[src/hw/lsc_map.vh]
`ifndef LSC_MAP_VH
`define LSC_MAP_VH
// ----------------------------------------
// Register offsets
// ----------------------------------------
`define LSC_A_CTRL     4'h0
`define LSC_A_CFG      4'h1
`define LSC_A_CMD      4'h2
`define LSC_A_TXF      4'h3
`define LSC_A_RXF      4'h4
`define LSC_A_STAT     4'h5
`define LSC_A_AHI      4'h6
`define LSC_A_ALO      4'h7
`define LSC_A_PRE      4'h8
// ----------------------------------------
// Control and configuration fields
// ----------------------------------------
`define LSC_K_TRN      0
`define LSC_K_SHF      1
`define LSC_K_TCD      2
`define LSC_K_RFW      3
`define LSC_K_MSG      4
`define LSC_K_FLT      5
`define LSC_K_PRE      6
`define LSC_K_AM       7
`define LSC_K_IDF      9
`define LSC_G_E1       0
`define LSC_G_SA       1
`define LSC_G_PC       6
// ----------------------------------------
// Command bits
// ----------------------------------------
`define LSC_C_START_HDLC 0
`define LSC_C_START_TRN  1
`define LSC_C_MSG_END    2
`define LSC_C_ABORT      3
`define LSC_C_SOFTRST    4
`define LSC_C_REPEAT     5
// ----------------------------------------
// Reset values and codes
// ----------------------------------------
`define LSC_RST_CTRL   16'h0000
`define LSC_RST_CFG    16'h0000
`define LSC_RST_PRE    8'h00
`define LSC_FLAG       8'h7E
`define LSC_ONES       8'hFF
`define LSC_CRC_INIT   16'hFFFF
`define LSC_CRC_POLY   16'h8408
`define LSC_CRC_GOOD   16'hF0B8
`define LSC_TY_HDLC    2'h2
`define LSC_TY_MSG     2'h1
`define LSC_S_VALID    5'h00
`define LSC_S_OVF      5'h01
`define LSC_S_ABORT    5'h02
`define LSC_S_NONOCT   5'h03
`define LSC_S_CRCERR   5'h04
`define LSC_S_FILT     5'h00
`define LSC_S_MEND     5'h02
// ----------------------------------------
// Bit and pattern counts
// ----------------------------------------
`define LSC_STUFF_RUN  3'h5
`define LSC_ABORT_RUN  4'h7
`define LSC_MSG_RUN    4'h8
`define LSC_SYNC_LAST  5'h1F
`define LSC_FLT_HIT    4'h7
`define LSC_FLT_WIN    4'hA
`define LSC_FLT_EXIT   3'h4
`endif

[src/hw/lsc_crc16.v]
`include "lsc_map.vh"
// ----------------------------------------
// Byte-wide checksum step, LSB first
// ----------------------------------------
module lsc_crc16 (
  input  wire [15:0] crc_in,
  input  wire [7:0]  data,
  output reg  [15:0] crc_out
);
  integer    i;
  reg [15:0] c;
  always @*
  begin
    c = crc_in;
    for (i = 0; i < 8; i = i + 1)
      c = (c[0] ^ data[i]) ? ({1'b0, c[15:1]} ^ `LSC_CRC_POLY) : {1'b0, c[15:1]};
    crc_out = c;
  end
endmodule // lsc_crc16

[src/hw/lsc_link_ctrl.v]
// Notes on behaviour
// - HDLC transmit makes flags, checksum, stuffing zeros and idle code.
// - Transmit bytes wait in a two-page, 32-byte-per-page FIFO.
// - Bits use T1 data-link slots or software-chosen E1 spare bits.
// - Shared flag: closing flag opens the next waiting frame.
// - Last two bytes are the checksum, always checked, optionally stored.
// - Checksum disable sends last two FIFO bytes as checksum, then flag.
// - Frame length from software is never checked.
// - Address compare passes matching frames, drops the rest.
// - Two-byte address: two high and two low values; one-byte: low only.
// - Stored frame is control, information bytes and one status byte.
// - Preamble pattern sent a set number of times, no stuffing.
// - Transparent mode moves raw bytes, no flags, checksum or stuffing.
// - Repeat sends the loaded 1 to 64 bytes cyclically.
// - Soft reset or repeat cleared stops cycling; ones follow.
// - Eight ones enter message mode; a flag returns to HDLC.
// - No eight-ones run in 32 bits raises bad sync event.
// - Regular mode syncs on all-ones, keeps bytes with zero ends.
// - Flag in message mode stores message status, raises message end.
// - Disabling message receiver stores status, raises end, back to HDLC.
// - Filter mode stores a pattern seen 7 times in 10.
// - Filter exits on 4 differing patterns, 4 idle patterns or flag.
// - Status byte: type field, overflow bit (always zero in HDLC status, which reports overflow as a code), five-bit code.
// - Empty FIFO before message end aborts frame, raises underrun.
`include "lsc_map.vh"
module lsc_link_ctrl #(
  parameter AW = 6
) (
  input  wire        clk,
  input  wire        nrst,
  input  wire [3:0]  reg_addr,
  input  wire [15:0] reg_wdata,
  input  wire        reg_wr,
  input  wire        reg_rd,
  output reg  [15:0] reg_rdata,
  input  wire        tx_slot,
  input  wire [2:0]  tx_slot_sa,
  input  wire        tx_slot_dl,
  output reg         tx_bit,
  output reg         tx_bit_valid,
  input  wire        rx_slot,
  input  wire [2:0]  rx_slot_sa,
  input  wire        rx_slot_dl,
  input  wire        rx_bit
);
  localparam DEPTH = 1 << AW;
  localparam [AW:0] FULL = {1'b1, {AW{1'b0}}};
  localparam [AW:0] PAGE = {2'b01, {(AW - 1){1'b0}}};
  localparam [2:0] T_IDLE = 3'h0, T_PRE = 3'h1, T_OPEN = 3'h2, T_DATA = 3'h3;
  localparam [2:0] T_CRCL = 3'h4, T_CRCH = 3'h5, T_CLOSE = 3'h6, T_TRN = 3'h7;

  // ----------------------------------------
  // Register bus
  // ----------------------------------------
  reg  [15:0] ctrl_r, cfg_r, ahi_r, alo_r;
  reg  [7:0]  pre_r;
  reg         rep_r;
  reg  [2:0]  ev_r;
  wire        cmd_w   = reg_wr && reg_addr == `LSC_A_CMD;
  wire        softrst = cmd_w && reg_wdata[`LSC_C_SOFTRST];
  wire        tr      = ctrl_r[`LSC_K_TRN];
  wire        msg_en  = ctrl_r[`LSC_K_MSG];
  wire [1:0]  alen    = ctrl_r[`LSC_K_AM+1:`LSC_K_AM];
  wire [7:0]  sa_ext  = {3'h0, cfg_r[`LSC_G_SA+4:`LSC_G_SA]};
  wire        stat_rd = reg_rd && reg_addr == `LSC_A_STAT;
  wire        rd_rxf  = reg_rd && reg_addr == `LSC_A_RXF;

  always @(posedge clk)
  begin
    if (!nrst)
    begin
      ctrl_r <= `LSC_RST_CTRL;
      cfg_r  <= `LSC_RST_CFG;
      ahi_r  <= 16'h0000;
      alo_r  <= 16'h0000;
      pre_r  <= `LSC_RST_PRE;
      rep_r  <= 1'b0;
    end
    else
    begin
      if (reg_wr && reg_addr == `LSC_A_CTRL)
        ctrl_r <= reg_wdata;
      if (reg_wr && reg_addr == `LSC_A_CFG)
        cfg_r <= reg_wdata;
      if (reg_wr && reg_addr == `LSC_A_AHI)
        ahi_r <= reg_wdata;
      if (reg_wr && reg_addr == `LSC_A_ALO)
        alo_r <= reg_wdata;
      if (reg_wr && reg_addr == `LSC_A_PRE)
        pre_r <= reg_wdata[7:0];
      if (softrst)
        rep_r <= 1'b0;
      else if (cmd_w)
        rep_r <= reg_wdata[`LSC_C_REPEAT];
    end
  end

  // ----------------------------------------
  // Transmit FIFO and serialiser
  // ----------------------------------------
  reg  [7:0]  txm [0:DEPTH-1];
  reg  [AW:0] txw_r, txr_r, txb_r;
  reg  [2:0]  ts_r, tones_r;
  reg  [7:0]  tsh_r;
  reg  [3:0]  tbc_r, tpre_r;
  reg  [15:0] tcrc_r;
  reg         tgo_r, tend_r, tab_r, ttrn_r, trep_r, tx_underrun_event;
  reg  [2:0]  n_st;
  reg  [7:0]  n_by;
  reg         pop, rew, flush, cinit, done, under;
  wire [15:0] tcrc_n;
  wire [AW:0] tx_cnt  = txw_r - txr_r;
  wire        tx_has  = tx_cnt != {(AW + 1){1'b0}};
  wire        txf_psh = reg_wr && reg_addr == `LSC_A_TXF && tx_cnt != FULL;
  wire [7:0]  tx_head = txm[txr_r[AW-1:0]];
  wire [7:0]  idle_by = (ctrl_r[`LSC_K_IDF] && !tr) ? `LSC_FLAG : `LSC_ONES;
  wire        stf     = (ts_r == T_DATA || ts_r == T_CRCL || ts_r == T_CRCH);
  wire        tx_take = tx_slot && (cfg_r[`LSC_G_E1] ? sa_ext[tx_slot_sa] : tx_slot_dl);

  lsc_crc16 u_tcrc (
    .crc_in  (cinit ? `LSC_CRC_INIT : tcrc_r),
    .data    (n_by),
    .crc_out (tcrc_n)
  );

  always @(posedge clk)
    if (txf_psh)
      txm[txw_r[AW-1:0]] <= reg_wdata[7:0];

  // Next byte once the current one is out
  always @*
  begin
    n_st  = ts_r;
    n_by  = `LSC_ONES;
    pop   = 1'b0;
    rew   = 1'b0;
    flush = 1'b0;
    cinit = 1'b0;
    done  = 1'b0;
    under = 1'b0;
    case (ts_r)
      T_IDLE, T_CLOSE:
      begin
        n_st = T_IDLE;
        n_by = idle_by;
        if (tgo_r && tx_has)
        begin
          if (ttrn_r)
          begin
            n_st = T_TRN;
            n_by = tx_head;
            pop  = 1'b1;
          end
          else if (ts_r == T_CLOSE && ctrl_r[`LSC_K_SHF])
          begin
            n_st  = T_DATA;
            n_by  = tx_head;
            pop   = 1'b1;
            cinit = 1'b1;
          end
          else if (ctrl_r[`LSC_K_PRE])
          begin
            n_st = T_PRE;
            n_by = pre_r;
          end
          else
          begin
            n_st = T_OPEN;
            n_by = `LSC_FLAG;
          end
        end
      end
      T_PRE:
      begin
        n_by = (tpre_r == 4'h0) ? `LSC_FLAG : pre_r;
        n_st = (tpre_r == 4'h0) ? T_OPEN : T_PRE;
      end
      T_OPEN:
      begin
        n_st  = T_DATA;
        n_by  = tx_head;
        pop   = tx_has;
        cinit = 1'b1;
        under = !tx_has;
      end
      T_DATA:
      begin
        n_by = tx_head;
        pop  = tx_has;
        if (!tx_has && tend_r && ctrl_r[`LSC_K_TCD])
        begin
          n_st = T_CLOSE;
          n_by = `LSC_FLAG;
          done = 1'b1;
        end
        else if (!tx_has && tend_r)
        begin
          n_st = T_CRCL;
          n_by = ~tcrc_r[7:0];
        end
        else if (!tx_has)
          under = 1'b1;
      end
      T_CRCL:
      begin
        n_st = T_CRCH;
        n_by = ~tcrc_r[15:8];
      end
      T_CRCH:
      begin
        n_st = T_CLOSE;
        n_by = `LSC_FLAG;
        done = 1'b1;
      end
      T_TRN:
      begin
        if (trep_r && !rep_r)
        begin
          n_st  = T_IDLE;
          flush = 1'b1;
          done  = 1'b1;
        end
        else if (tx_has)
        begin
          n_by = tx_head;
          pop  = 1'b1;
        end
        else if (trep_r && txb_r != txw_r)
        begin
          n_by = txm[txb_r[AW-1:0]];
          rew  = 1'b1;
        end
        else
        begin
          n_st = T_IDLE;
          done = 1'b1;
        end
      end
      default:
        n_st = T_IDLE;
    endcase
    if ((under || tab_r) && stf)
    begin
      n_st  = T_IDLE;
      n_by  = `LSC_ONES;
      pop   = 1'b0;
      done  = 1'b1;
      under = 1'b1;
    end
  end

  always @(posedge clk)
  begin
    if (!nrst || softrst)
    begin
      ts_r <= T_IDLE;
      tsh_r <= `LSC_ONES;
      tbc_r <= 4'h8;
      tones_r <= 3'h0;
      tcrc_r <= `LSC_CRC_INIT;
      tpre_r <= 4'h0;
      {tgo_r, tend_r, tab_r, ttrn_r, trep_r} <= 5'h00;
      txw_r <= {(AW + 1){1'b0}};
      txr_r <= {(AW + 1){1'b0}};
      txb_r <= {(AW + 1){1'b0}};
      tx_bit <= 1'b1;
      tx_bit_valid <= 1'b0;
      tx_underrun_event <= 1'b0;
    end
    else
    begin
      tx_bit_valid <= tx_take;
      tx_underrun_event <= 1'b0;
      if (txf_psh)
        txw_r <= txw_r + 1'b1;
      if (tx_take && tones_r == `LSC_STUFF_RUN)
      begin
        tx_bit  <= 1'b0;
        tones_r <= 3'h0;
      end
      else if (tx_take)
      begin
        tx_bit  <= tsh_r[0];
        tones_r <= (stf && !ttrn_r && tsh_r[0]) ? tones_r + 3'h1 : 3'h0;
        if (tbc_r == 4'h1)
        begin
          ts_r  <= n_st;
          tsh_r <= n_by;
          tbc_r <= 4'h8;
          if (pop && n_st == T_DATA)
            tcrc_r <= tcrc_n;
          if (ts_r != T_PRE)
            tpre_r <= cfg_r[`LSC_G_PC+3:`LSC_G_PC];
          else
            tpre_r <= tpre_r - 4'h1;
          if (ts_r != T_TRN && n_st == T_TRN)
          begin
            txb_r  <= txr_r;
            trep_r <= rep_r;
          end
          if (pop)
            txr_r <= txr_r + 1'b1;
          else if (rew)
            txr_r <= txb_r + 1'b1;
          else if (flush)
            txr_r <= txw_r;
          if (done)
            {tgo_r, tend_r, tab_r} <= 3'h0;
          tx_underrun_event <= under && !tab_r;
        end
        else
        begin
          tsh_r <= {1'b1, tsh_r[7:1]};
          tbc_r <= tbc_r - 4'h1;
        end
      end
      if (cmd_w && (reg_wdata[`LSC_C_START_HDLC] || reg_wdata[`LSC_C_START_TRN]))
      begin
        tgo_r  <= 1'b1;
        ttrn_r <= reg_wdata[`LSC_C_START_TRN];
      end
      if (cmd_w && reg_wdata[`LSC_C_MSG_END])
        tend_r <= 1'b1;
      if (cmd_w && reg_wdata[`LSC_C_ABORT])
        tab_r <= 1'b1;
    end
  end

  // ----------------------------------------
  // Receive deframer and FIFO
  // ----------------------------------------
  reg  [7:0]  rxm [0:DEPTH-1];
  reg  [AW:0] rxw_r, rxr_r;
  reg  [7:0]  rh_r, rby_r, rd1_r, rd2_r, mb_r, fcand_r, facc_r, q0_r, q1_r, q2_r;
  reg  [3:0]  rones_r, fmat_r, fwin_r;
  reg  [2:0]  rbc_r, mbc_r, fdif_r, fidl_r;
  reg  [1:0]  ridx_r, rnd_r, qn_r;
  reg  [4:0]  msc_r;
  reg  [15:0] rcrc_r;
  reg         rin_r, rmsg_r, rovf_r, hok_r, lok_r, msy_r, fdec_r;
  reg         rx_message_end_event, bad_sync_format_event;
  wire [15:0] rcrc_n;
  wire [AW:0] rx_cnt  = rxw_r - rxr_r;
  wire        rx_full = rx_cnt == FULL;
  wire        rx_take = rx_slot && (cfg_r[`LSC_G_E1] ? sa_ext[rx_slot_sa] : rx_slot_dl);
  wire [7:0]  rh_n    = {rx_bit, rh_r[7:1]};
  wire [7:0]  rb_n    = {rx_bit, rby_r[7:1]};
  wire [7:0]  mb_n    = {rx_bit, mb_r[7:1]};
  wire [3:0]  r1      = !rx_bit ? 4'h0 : (rones_r == 4'hF) ? 4'hF : rones_r + 4'h1;
  wire        acc     = alen == 2'h0 || (alen == 2'h1 ? lok_r : hok_r && lok_r);
  wire        mvalid  = !mb_n[0] && !mb_n[7];
  wire [4:0]  hcode   = rovf_r ? `LSC_S_OVF : (rbc_r != 3'h7) ? `LSC_S_NONOCT :
                        (rcrc_r != `LSC_CRC_GOOD) ? `LSC_S_CRCERR : `LSC_S_VALID;
  wire [7:0]  hst     = {`LSC_TY_HDLC, 1'b0, hcode};
  wire [7:0]  mst     = {`LSC_TY_MSG, rovf_r, `LSC_S_MEND};
  wire        lo_hit  = rb_n == alo_r[7:0] || rb_n == alo_r[15:8];
  wire        hi_hit  = rb_n == ahi_r[7:0] || rb_n == ahi_r[15:8];

  lsc_crc16 u_rcrc (
    .crc_in  (rcrc_r),
    .data    (rb_n),
    .crc_out (rcrc_n)
  );

  always @(posedge clk)
    if (qn_r != 2'h0 && !rx_full)
      rxm[rxw_r[AW-1:0]] <= q0_r;

  always @(posedge clk)
  begin
    if (!nrst || softrst)
    begin
      {rxw_r, rxr_r} <= {(2 * AW + 2){1'b0}};
      {rh_r, rby_r, rd1_r, rd2_r, mb_r} <= 40'h0;
      {fcand_r, facc_r, q0_r, q1_r, q2_r} <= 40'h0;
      {rones_r, fmat_r, fwin_r, rbc_r, mbc_r, fdif_r, fidl_r} <= 24'h0;
      {ridx_r, rnd_r, qn_r, msc_r} <= 11'h000;
      rcrc_r <= `LSC_CRC_INIT;
      {rin_r, rmsg_r, rovf_r, hok_r, lok_r, msy_r, fdec_r} <= 7'h00;
      {rx_message_end_event, bad_sync_format_event} <= 2'h0;
    end
    else
    begin
      {rx_message_end_event, bad_sync_format_event} <= 2'h0;
      if (qn_r != 2'h0)
      begin
        if (!rx_full)
          rxw_r <= rxw_r + 1'b1;
        else
          rovf_r <= 1'b1;
        q0_r <= q1_r;
        q1_r <= q2_r;
        qn_r <= qn_r - 2'h1;
      end
      if (rd_rxf && rx_cnt != {(AW + 1){1'b0}})
        rxr_r <= rxr_r + 1'b1;
      if (rmsg_r && !msg_en)
      begin
        q0_r <= mst;
        qn_r <= 2'h1;
        rx_message_end_event <= 1'b1;
        rmsg_r <= 1'b0;
      end
      else if (rx_take)
      begin
        rh_r <= rh_n;
        rones_r <= r1;
        if (tr)
        begin
          rby_r <= rb_n;
          rbc_r <= rbc_r + 3'h1;
          if (rbc_r == 3'h7)
          begin
            q0_r <= rb_n;
            qn_r <= 2'h1;
          end
        end
        else if (rh_n == `LSC_FLAG)
        begin
          if (rmsg_r)
          begin
            q0_r <= mst;
            qn_r <= 2'h1;
            rx_message_end_event <= 1'b1;
          end
          else if (rin_r && ridx_r != 2'h0 && acc)
          begin
            q0_r <= ctrl_r[`LSC_K_RFW] ? rd2_r : hst;
            q1_r <= rd1_r;
            q2_r <= hst;
            qn_r <= ctrl_r[`LSC_K_RFW] ? 2'h3 : 2'h1;
            rx_message_end_event <= 1'b1;
          end
          {rmsg_r, rin_r, hok_r, lok_r, rovf_r} <= 5'h08;
          {ridx_r, rnd_r, rbc_r} <= 7'h00;
          rcrc_r <= `LSC_CRC_INIT;
        end
        else if (rmsg_r)
        begin
          msc_r <= (r1 >= `LSC_MSG_RUN) ? 5'h00 : msc_r + 5'h01;
          if (r1 < `LSC_MSG_RUN && msc_r == `LSC_SYNC_LAST)
            bad_sync_format_event <= 1'b1;
          if (!msy_r)
            msy_r <= rh_n == `LSC_ONES;
          else
          begin
            mb_r <= mb_n;
            mbc_r <= mbc_r + 3'h1;
            if (mbc_r == 3'h7)
            begin
              msy_r <= 1'b0;
              if (!ctrl_r[`LSC_K_FLT] && mvalid)
              begin
                q0_r <= mb_n;
                qn_r <= 2'h1;
              end
              else if (ctrl_r[`LSC_K_FLT])
              begin
                fidl_r <= (mb_n == `LSC_ONES) ? fidl_r + 3'h1 : 3'h0;
                if (mvalid)
                begin
                  fwin_r <= (fwin_r == `LSC_FLT_WIN - 4'h1) ? 4'h0 : fwin_r + 4'h1;
                  fdif_r <= (fdec_r && mb_n != facc_r) ? fdif_r + 3'h1 : 3'h0;
                  if (fwin_r == 4'h0)
                  begin
                    fcand_r <= mb_n;
                    fmat_r <= 4'h1;
                  end
                  else if (mb_n == fcand_r)
                  begin
                    fmat_r <= fmat_r + 4'h1;
                    if (fmat_r == `LSC_FLT_HIT - 4'h1 && !(fdec_r && facc_r == mb_n))
                    begin
                      q0_r <= mb_n;
                      q1_r <= {`LSC_TY_MSG, rovf_r, `LSC_S_FILT};
                      qn_r <= 2'h2;
                      fdec_r <= 1'b1;
                      facc_r <= mb_n;
                    end
                  end
                end
                if ((mb_n == `LSC_ONES && fidl_r == `LSC_FLT_EXIT - 3'h1) ||
                    (mvalid && fdec_r && mb_n != facc_r && fdif_r == `LSC_FLT_EXIT - 3'h1))
                begin
                  q0_r <= mst;
                  qn_r <= 2'h1;
                  rx_message_end_event <= 1'b1;
                  rmsg_r <= 1'b0;
                end
              end
            end
          end
        end
        else if (msg_en && r1 >= `LSC_MSG_RUN)
        begin
          {rmsg_r, msy_r, rin_r, rovf_r, fdec_r} <= 5'h18;
          {mbc_r, msc_r, fwin_r, fdif_r, fidl_r} <= 18'h00000;
        end
        else if (r1 == `LSC_ABORT_RUN && rin_r)
        begin
          if (ridx_r != 2'h0 && acc)
          begin
            q0_r <= {`LSC_TY_HDLC, 1'b0, `LSC_S_ABORT};
            qn_r <= 2'h1;
            rx_message_end_event <= 1'b1;
          end
          rin_r <= 1'b0;
        end
        else if (rin_r && !(rones_r == {1'b0, `LSC_STUFF_RUN} && !rx_bit))
        begin
          rby_r <= rb_n;
          rbc_r <= rbc_r + 3'h1;
          if (rbc_r == 3'h7)
          begin
            rcrc_r <= rcrc_n;
            if (ridx_r == 2'h0 && alen == 2'h2)
              hok_r <= hi_hit;
            else if (ridx_r < alen)
              lok_r <= lo_hit;
            else
            begin
              if (rnd_r == 2'h2 && acc)
              begin
                q0_r <= rd2_r;
                qn_r <= 2'h1;
              end
              rd2_r <= rd1_r;
              rd1_r <= rb_n;
              if (rnd_r != 2'h2)
                rnd_r <= rnd_r + 2'h1;
            end
            if (ridx_r != 2'h3)
              ridx_r <= ridx_r + 2'h1;
          end
        end
      end
    end
  end

  // ----------------------------------------
  // Events and read data
  // ----------------------------------------
  always @(posedge clk)
  begin
    if (!nrst)
      ev_r <= 3'h0;
    else
      ev_r <= (stat_rd ? 3'h0 : ev_r) |
              {bad_sync_format_event, tx_underrun_event, rx_message_end_event};
  end

  always @(posedge clk)
  begin
    if (!nrst || !reg_rd)
      reg_rdata <= 16'h0000;
    else
      case (reg_addr)
        `LSC_A_CTRL: reg_rdata <= ctrl_r;
        `LSC_A_CFG:  reg_rdata <= cfg_r;
        `LSC_A_CMD:  reg_rdata <= {10'h000, rep_r, 5'h00};
        `LSC_A_RXF:  reg_rdata <= {8'h00, rx_cnt != {(AW + 1){1'b0}} ? rxm[rxr_r[AW-1:0]] : 8'h00};
        `LSC_A_STAT: reg_rdata <= {{(7 - AW){1'b0}}, rx_cnt, 1'b0, rin_r, rmsg_r,
                                   ts_r != T_IDLE || tgo_r, tx_cnt <= PAGE, ev_r};
        `LSC_A_AHI:  reg_rdata <= ahi_r;
        `LSC_A_ALO:  reg_rdata <= alo_r;
        `LSC_A_PRE:  reg_rdata <= {8'h00, pre_r};
        default:     reg_rdata <= 16'h0000;
      endcase
  end
endmodule // lsc_link_ctrl

[config.mk]
export PLATFORM = sky130hd
export DESIGN_NAME = lsc_link_ctrl
export DESIGN_NICKNAME = d
export VERILOG_FILES = /design/src/hw/lsc_crc16.v /design/src/hw/lsc_link_ctrl.v
export VERILOG_INCLUDE_DIRS = /design/src /design/src/hw
export SDC_FILE = /design/constraint.sdc
export NUM_CORES = 2
export LEC_CHECK = 0
export ABC_AREA = 1
export BUFFER_PORTS_ARGS = -buffer_cell sky130_fd_sc_hd__buf_2
export CAP_MARGIN = 30
export CORE_MARGIN = 5
export CORE_UTILIZATION = 35
export DETAILED_ROUTE_END_ITERATION = 10
export SLEW_MARGIN = 0
export SYNTH_ARGS = -nofsm -noshare
export SYNTH_HDL_FRONTEND = slang
export SYNTH_SLANG_ARGS = --single-unit
[constraint.sdc]
create_clock -name clk -period 4 [get_ports clk]
set_input_delay 0.8 -clock clk [delete_from_list [all_inputs] [get_ports clk]]
set_output_delay 0.8 -clock clk [all_outputs]
set_load 0.005 [all_outputs]
* After elaboration in Yosys (flattened, before gate mapping) *
Memories as Yosys holds them, arrays and structs flattened. A register that Yosys moved wholly into a read port is not among the register bits.
Cells that the tools add are included.

storage, ports and cells
  flip-flop bits (word level) = 311
  bits in writable memories = 1024
  input port bits = 35
  output and inout bits = 18
  logic and storage cells = 670
  memories kept = 2

cells by class
  add/subtract/negate cells = 21
  magnitude comparators = 6
  equal/unequal tests = 74
  muxes and demuxes = 308
  bitwise operators = 51
  reductions and logical operators = 148

memory list
  name  words  width  read ports  clocked after Yosys merged registers in  write ports  line                 text
  rxm   64     8      1           1                                        1            lsc_link_ctrl.v:332  reg [7:0] rxm [0:DEPTH-1];
  txm   64     8      2           2                                        1            lsc_link_ctrl.v:101  reg [7:0] txm [0:DEPTH-1];

operators with widths
  kind                                                                   count
  8-bit 2-to-1 mux                                                       62
  16-bit 2-to-1 mux                                                      23
  16-bit one-hot mux with 8 select lines                                 1
  1-bit 2-to-1 mux                                                       107
  3-bit 2-to-1 mux                                                       35
  2-bit 2-to-1 mux                                                       45
  4-bit 2-to-1 mux                                                       14
  8-bit one-hot mux with 7 select lines                                  1
  1-bit logical AND                                                      53
  8-bit equality test                                                    6
  2-bit NOT with 3-bit output                                            16
  11-bit AND reduction                                                   4
  2-bit nonzero test                                                     21
  6-bit 2-to-1 mux                                                       6
  7-bit by 1-bit adder with 7-bit output, second input constant          5
  4-bit by 3-bit equality test with 1-bit output, second input constant  7
  7-bit 2-to-1 mux                                                       4
  9-bit AND reduction                                                    3
  2-bit != test, second input constant                                   13
  13-bit AND reduction                                                   2
  3-bit equality test, second input constant                             8
  4-bit AND reduction                                                    6
  6-bit AND reduction                                                    4
  3-bit one-hot mux with 7 select lines                                  1
  55 further kinds                                                       161

* Longest topological paths before layout *
  depth after elaboration = 26
  gate-level depth with buffers = 26
  gate-level depth less buffers = 26

* Hierarchy *
A second synthesis with hierarchy kept.

unflattened totals
  cell total of the unflattened synthesis = 7249
  area, all modules = 64418.0 µm²

modules (own cells, without submodules)
  module         times used  cells an instance  area each (µm²)  sequential area each (µm²)
  lsc_link_ctrl  1           7033               63477.1          37235.7
  lsc_crc16      2           108                470.5            0.0

* Worst setup path after synthesis *
No wires, ideal clock.

  path type = reg2reg
  start = reg rxw_r[0]
  end = mem rxm[63][0], enable pin
  setup time = 0.374 ns
  arrival = 2.743 ns
  required time = 3.626 ns
  path slack = 0.883 ns
  cell stages (with the launch flop) = 17
  path buffers = 0
  period minus slack after synthesis = 3.117 ns
  cells stage by stage = dfxtp_1 > inv_1 > ha_1 > inv_1 > fa_1 > a31oi_1 > inv_1 > a21oi_1 > o21bai_1 > xor2_1 > nand2_1 > nand2_1 > inv_1 > nand2_1 > nor2_1 > clkinv_1 > nor2_1

between the ends
  longest elaborated chain between the ends = 6

ends and longest elaborated chain
  element                                 line                 text
  start, declared                         lsc_link_ctrl.v:333  reg [AW:0] rxw_r, rxr_r;
  start signal, assigned                  lsc_link_ctrl.v:373  {rxw_r, rxr_r} <= {(2 * AW + 2){1'b0}};
  start signal, assigned                  lsc_link_ctrl.v:388  rxw_r <= rxw_r + 1'b1;
  7-bit subtractor                        lsc_link_ctrl.v:343  wire [AW:0] rx_cnt = rxw_r - rxr_r;
  7-bit equality test                     lsc_link_ctrl.v:344  wire rx_full = rx_cnt == FULL;
  1-bit logical NOT                       --
  1-bit logical AND                       lsc_link_ctrl.v:366  if (qn_r != 2'h0 && !rx_full)
  1-bit 2-to-1 mux                        lsc_link_ctrl.v:366
  1-bit 2-to-1 mux (implied by the code)  lsc_link_ctrl.v:367  rxm[rxw_r[AW-1:0]] <= q0_r;
  end, declared                           lsc_link_ctrl.v:332

Several ways; a longest one is shown, not always the timed one.

* Worst setup path in the final report *
  start = reg rxw_r[0]
  end = mem rxm[36][5], enable pin

Same word-level chain as after synthesis.

==> impl_metrics.json <==
{
  "setup_violations": 0,
  "max_freq_mhz": 272,
  "power_mw": 29.0,
  "drt-total-wl_um": 208000,
  "drv_cap": 0,
  "ys.flop_type": "edfxtp_1",
  "overflow": 0,
  "cp_common_cell": "inv_1",
  "ctsHoldBuffers": 0,
  "initial_core_util_pct": 35.2,
  "slew_headroom_pct": 30.3,
  "critPathMaxStageDelay_ns": 0.61,
  "syn_area_mm2": 0.0638,
  "ys_seq_area_share_pct": 58.4,
  "criticalPathCategory": "register to register",
  "preCtsSetupSlack_ns": 0.342,
  "status": "completed",
  "crit_fanout": 8,
  "multi_input_area_mm2": 0.0234,
  "rsz0062_at_grt": "no",
  "arrival_ns": 4.12,
  "critical_path.slowest_cell": "nor2_1",
  "core_area_mm2": 0.181,
  "die_y_um": 437,
  "synthTopCellsByArea": "edfxtp_1, nand2_1, dfxtp_1, nand3_1, a21oi_1",
  "vias_per_cell": 5.58,
  "ys_ff_latch": 1348,
  "cts.sink_count": 1348,
  "period_minus_slack_ns": 3.68,
  "antenna_found_initial": 6,
  "clockBufferDepth": 3,
  "syn2layout_area_growth_pct": 13.7,
  "leakagePower_nw": 27.0,
  "rows": 156,
  "cts_setup_buffers": 0,
  "critPathBufInv": 5,
  "die_x_um": 437,
  "cts_tree": "yes",
  "cp_top_family": "simple AND/OR/NAND/NOR gates",
  "final_cell_mix": "nand2_1, nand3_1, edfxtp_1, a21oi_1",
  "peakVddDrop_mv": 0.407,
  "cp.required_ns": 4.44,
  "yosys_warnings": 0,
  "postSynthCellCount": 7007,
  "grt_usage_pct": 21.0,
  "num_vias": 53400,
  "hold_class": "input pin to register",
  "synth_top_area_share_pct": 48.2,
  "cp-start-kind": "register",
  "setup_ws_ns": 0.322,
  "regArea_mm2": 0.0373,
  "drcViolationCount": 0,
  "layout_commonest_cell": "nand2_1",
  "dp_hpwl_um": 133000,
  "worstMarginPinSlew_ns": 1.04,
  "ctsResizeCount": 0,
  "first_pass_iters": 6,
  "cts_buffers": 146,
  "cp_cell_sequence": "inv_1 -> ha_1 -> inv_1 -> fa_1 -> a31oi_1 -> inv_1 -> a21oi_1 -> o21bai_1 -> xor2_1 -> nand2_1 -> nand2_1 -> inv_1 -> nand4_1 -> buf_4 -> nor2_1",
  "post_drt_wl_per_cell_um": 21.7,
  "skew_ns": 0.0611,
  "maxSlewViolCount": 0,
  "synth_cell_type_count": 68,
  "drive_above_1_share_pct": 9.10,
  "layout.nets": 7146,
  "yosysTopAreaCell": "edfxtp_1",
  "min_period_over_period_pct": 91.9,
  "grt_pass1_wl_um": 311000,
  "dieArea_mm2": 0.191,
  "syn_nets": 7086,
  "drt-initial-drc-count": 6575,
  "endpoint_kind": "register",
  "grt_pass1_vias": 50900,
  "clock-root-buffer": "clkbuf_16",
  "fin_util_pct": 40.1,
  "insertion_delay_ns": 0.82,
  "drt.antenna.violating_nets": 0,
  "cts_max_level": 4,
  "gp_congestion": 0.937,
  "hold_violations": 0,
  "powerDensity_mw_per_mm2": 400,
  "ios": 53,
  "io_buffers": 52,
  "setup_tns_ns": 0,
  "cts.clk_slew.worst_paths_ns": 0.07,
  "grt_max_degree": 89,
  "synth_edf_count": 1024,
  "avgSynthCellArea_um2": 9.11,
  "fillCellCount": 17600,
  "async_flop_share_pct": 0,
  "whs_ns": 0.313
}
[cells in the mapped netlist, drive strengths merged (32+ instances only)]
cell type  count
a21oi        502
a221oi        64
a32o          56
buf          203
clkbuf       226
dfxtp        324
edfxtp      1024
ha            43
inv          347
nand2       2112
nand3       1037
nand4         44
nor2         343
nor3          49
o211ai        32
o21ai        328
o22ai         46
xnor2         33
xor2          35
[path summary, 6_finish.rpt]
path	depth (start not counted)	start	end	slack [ns]
worst max-delay path	15	rxw_r[0]	rxm[36][5]	0.32
worst min-delay path	3	reg_wdata[10]	ctrl_r[10]	0.31
worst max register to register	15	rxw_r[0]	rxm[36][5]	0.32
worst min register to register	2	bad_sync_format_event	ev_r[2]	0.44
[metrics by stage]
step           cells  area [um^2]
6_report        9557        72600
5_1_grt         9555        72500
4_1_cts         9553        72500
3_5_place_dp    9289        67800
3_3_place_gp    9288        67800
2_1_floorplan   7007        63800
[kinds of logic after synthesis]
family | after synthesis | share of synthesized area, %
fa+ha+maj | 44 | 0.875
compound gates | 1143 | 10.7
flops | 1348 | 58.4
buf+inv | 780 | 5.03
xor+xnor | 68 | 0.933
mux | 1 | 0.0157
simple gates | 3623 | 24.1
[area by class of cell]
type                            instances  area share, %
Sequential cell                      1348           51.4
Multi-Input combinational cell       4879           32.2
Clock buffer                          190           5.39
Tap cell                             2370           4.09
Timing Repair Buffer                  341           3.94
Inverter                              351           1.86
Clock inverter                         74           1.13
Antenna cell                            4         0.0138
[worst register-to-register path: stages (launching register included)]
cell and delay [ns]:
dfxtp_1 0.33, inv_1 0.16, ha_1 0.17, inv_1 0.05
fa_1 0.40, a31oi_1 0.23, inv_1 0.07, a21oi_1 0.14
o21bai_1 0.10, xor2_1 0.18, nand2_1 0.11, nand2_1 0.12
inv_1 0.19, nand4_1 0.20, buf_4 0.23, nor2_1 0.61
[per-layer routing]
metal / up-vias / global-route usage [%] / wire (um)
met1: 25800 / 28.6 / 86800
met2: 2601 / 33.6 / 95700
met3: 451 / 3.22 / 17300
met5: - / 0 / 12
met4: 2 / 8.57 / 8030
li1: 24600 / - / -
[power by group]
group / switching (mW) / internal [mW] / leakage (nW) / total (mW)
logic: 0.482 / 0.143 / 12.7 / 0.625
registers: 0.0340 / 15.0 / 12.0 / 15.1
clock network: 5.89 / 7.41 / 2.27 / 13.3
[flip-flops by register name (all words and copies together) (netlist names), 8 cells and up, named ones only]
name / cells
ahi_r: 16
alo_r: 16
cfg_r: 16
ctrl_r: 16
facc_r: 8
fcand_r: 8
pre_r: 8
q0_r: 8
q1_r: 8
rcrc_r: 16
rd1_r: 8
rd2_r: 8
reg_rdata: 16
rxm: 512
tcrc_r: 16
tsh_r: 8
txm: 512
Power figures use the tool's default switching activity.
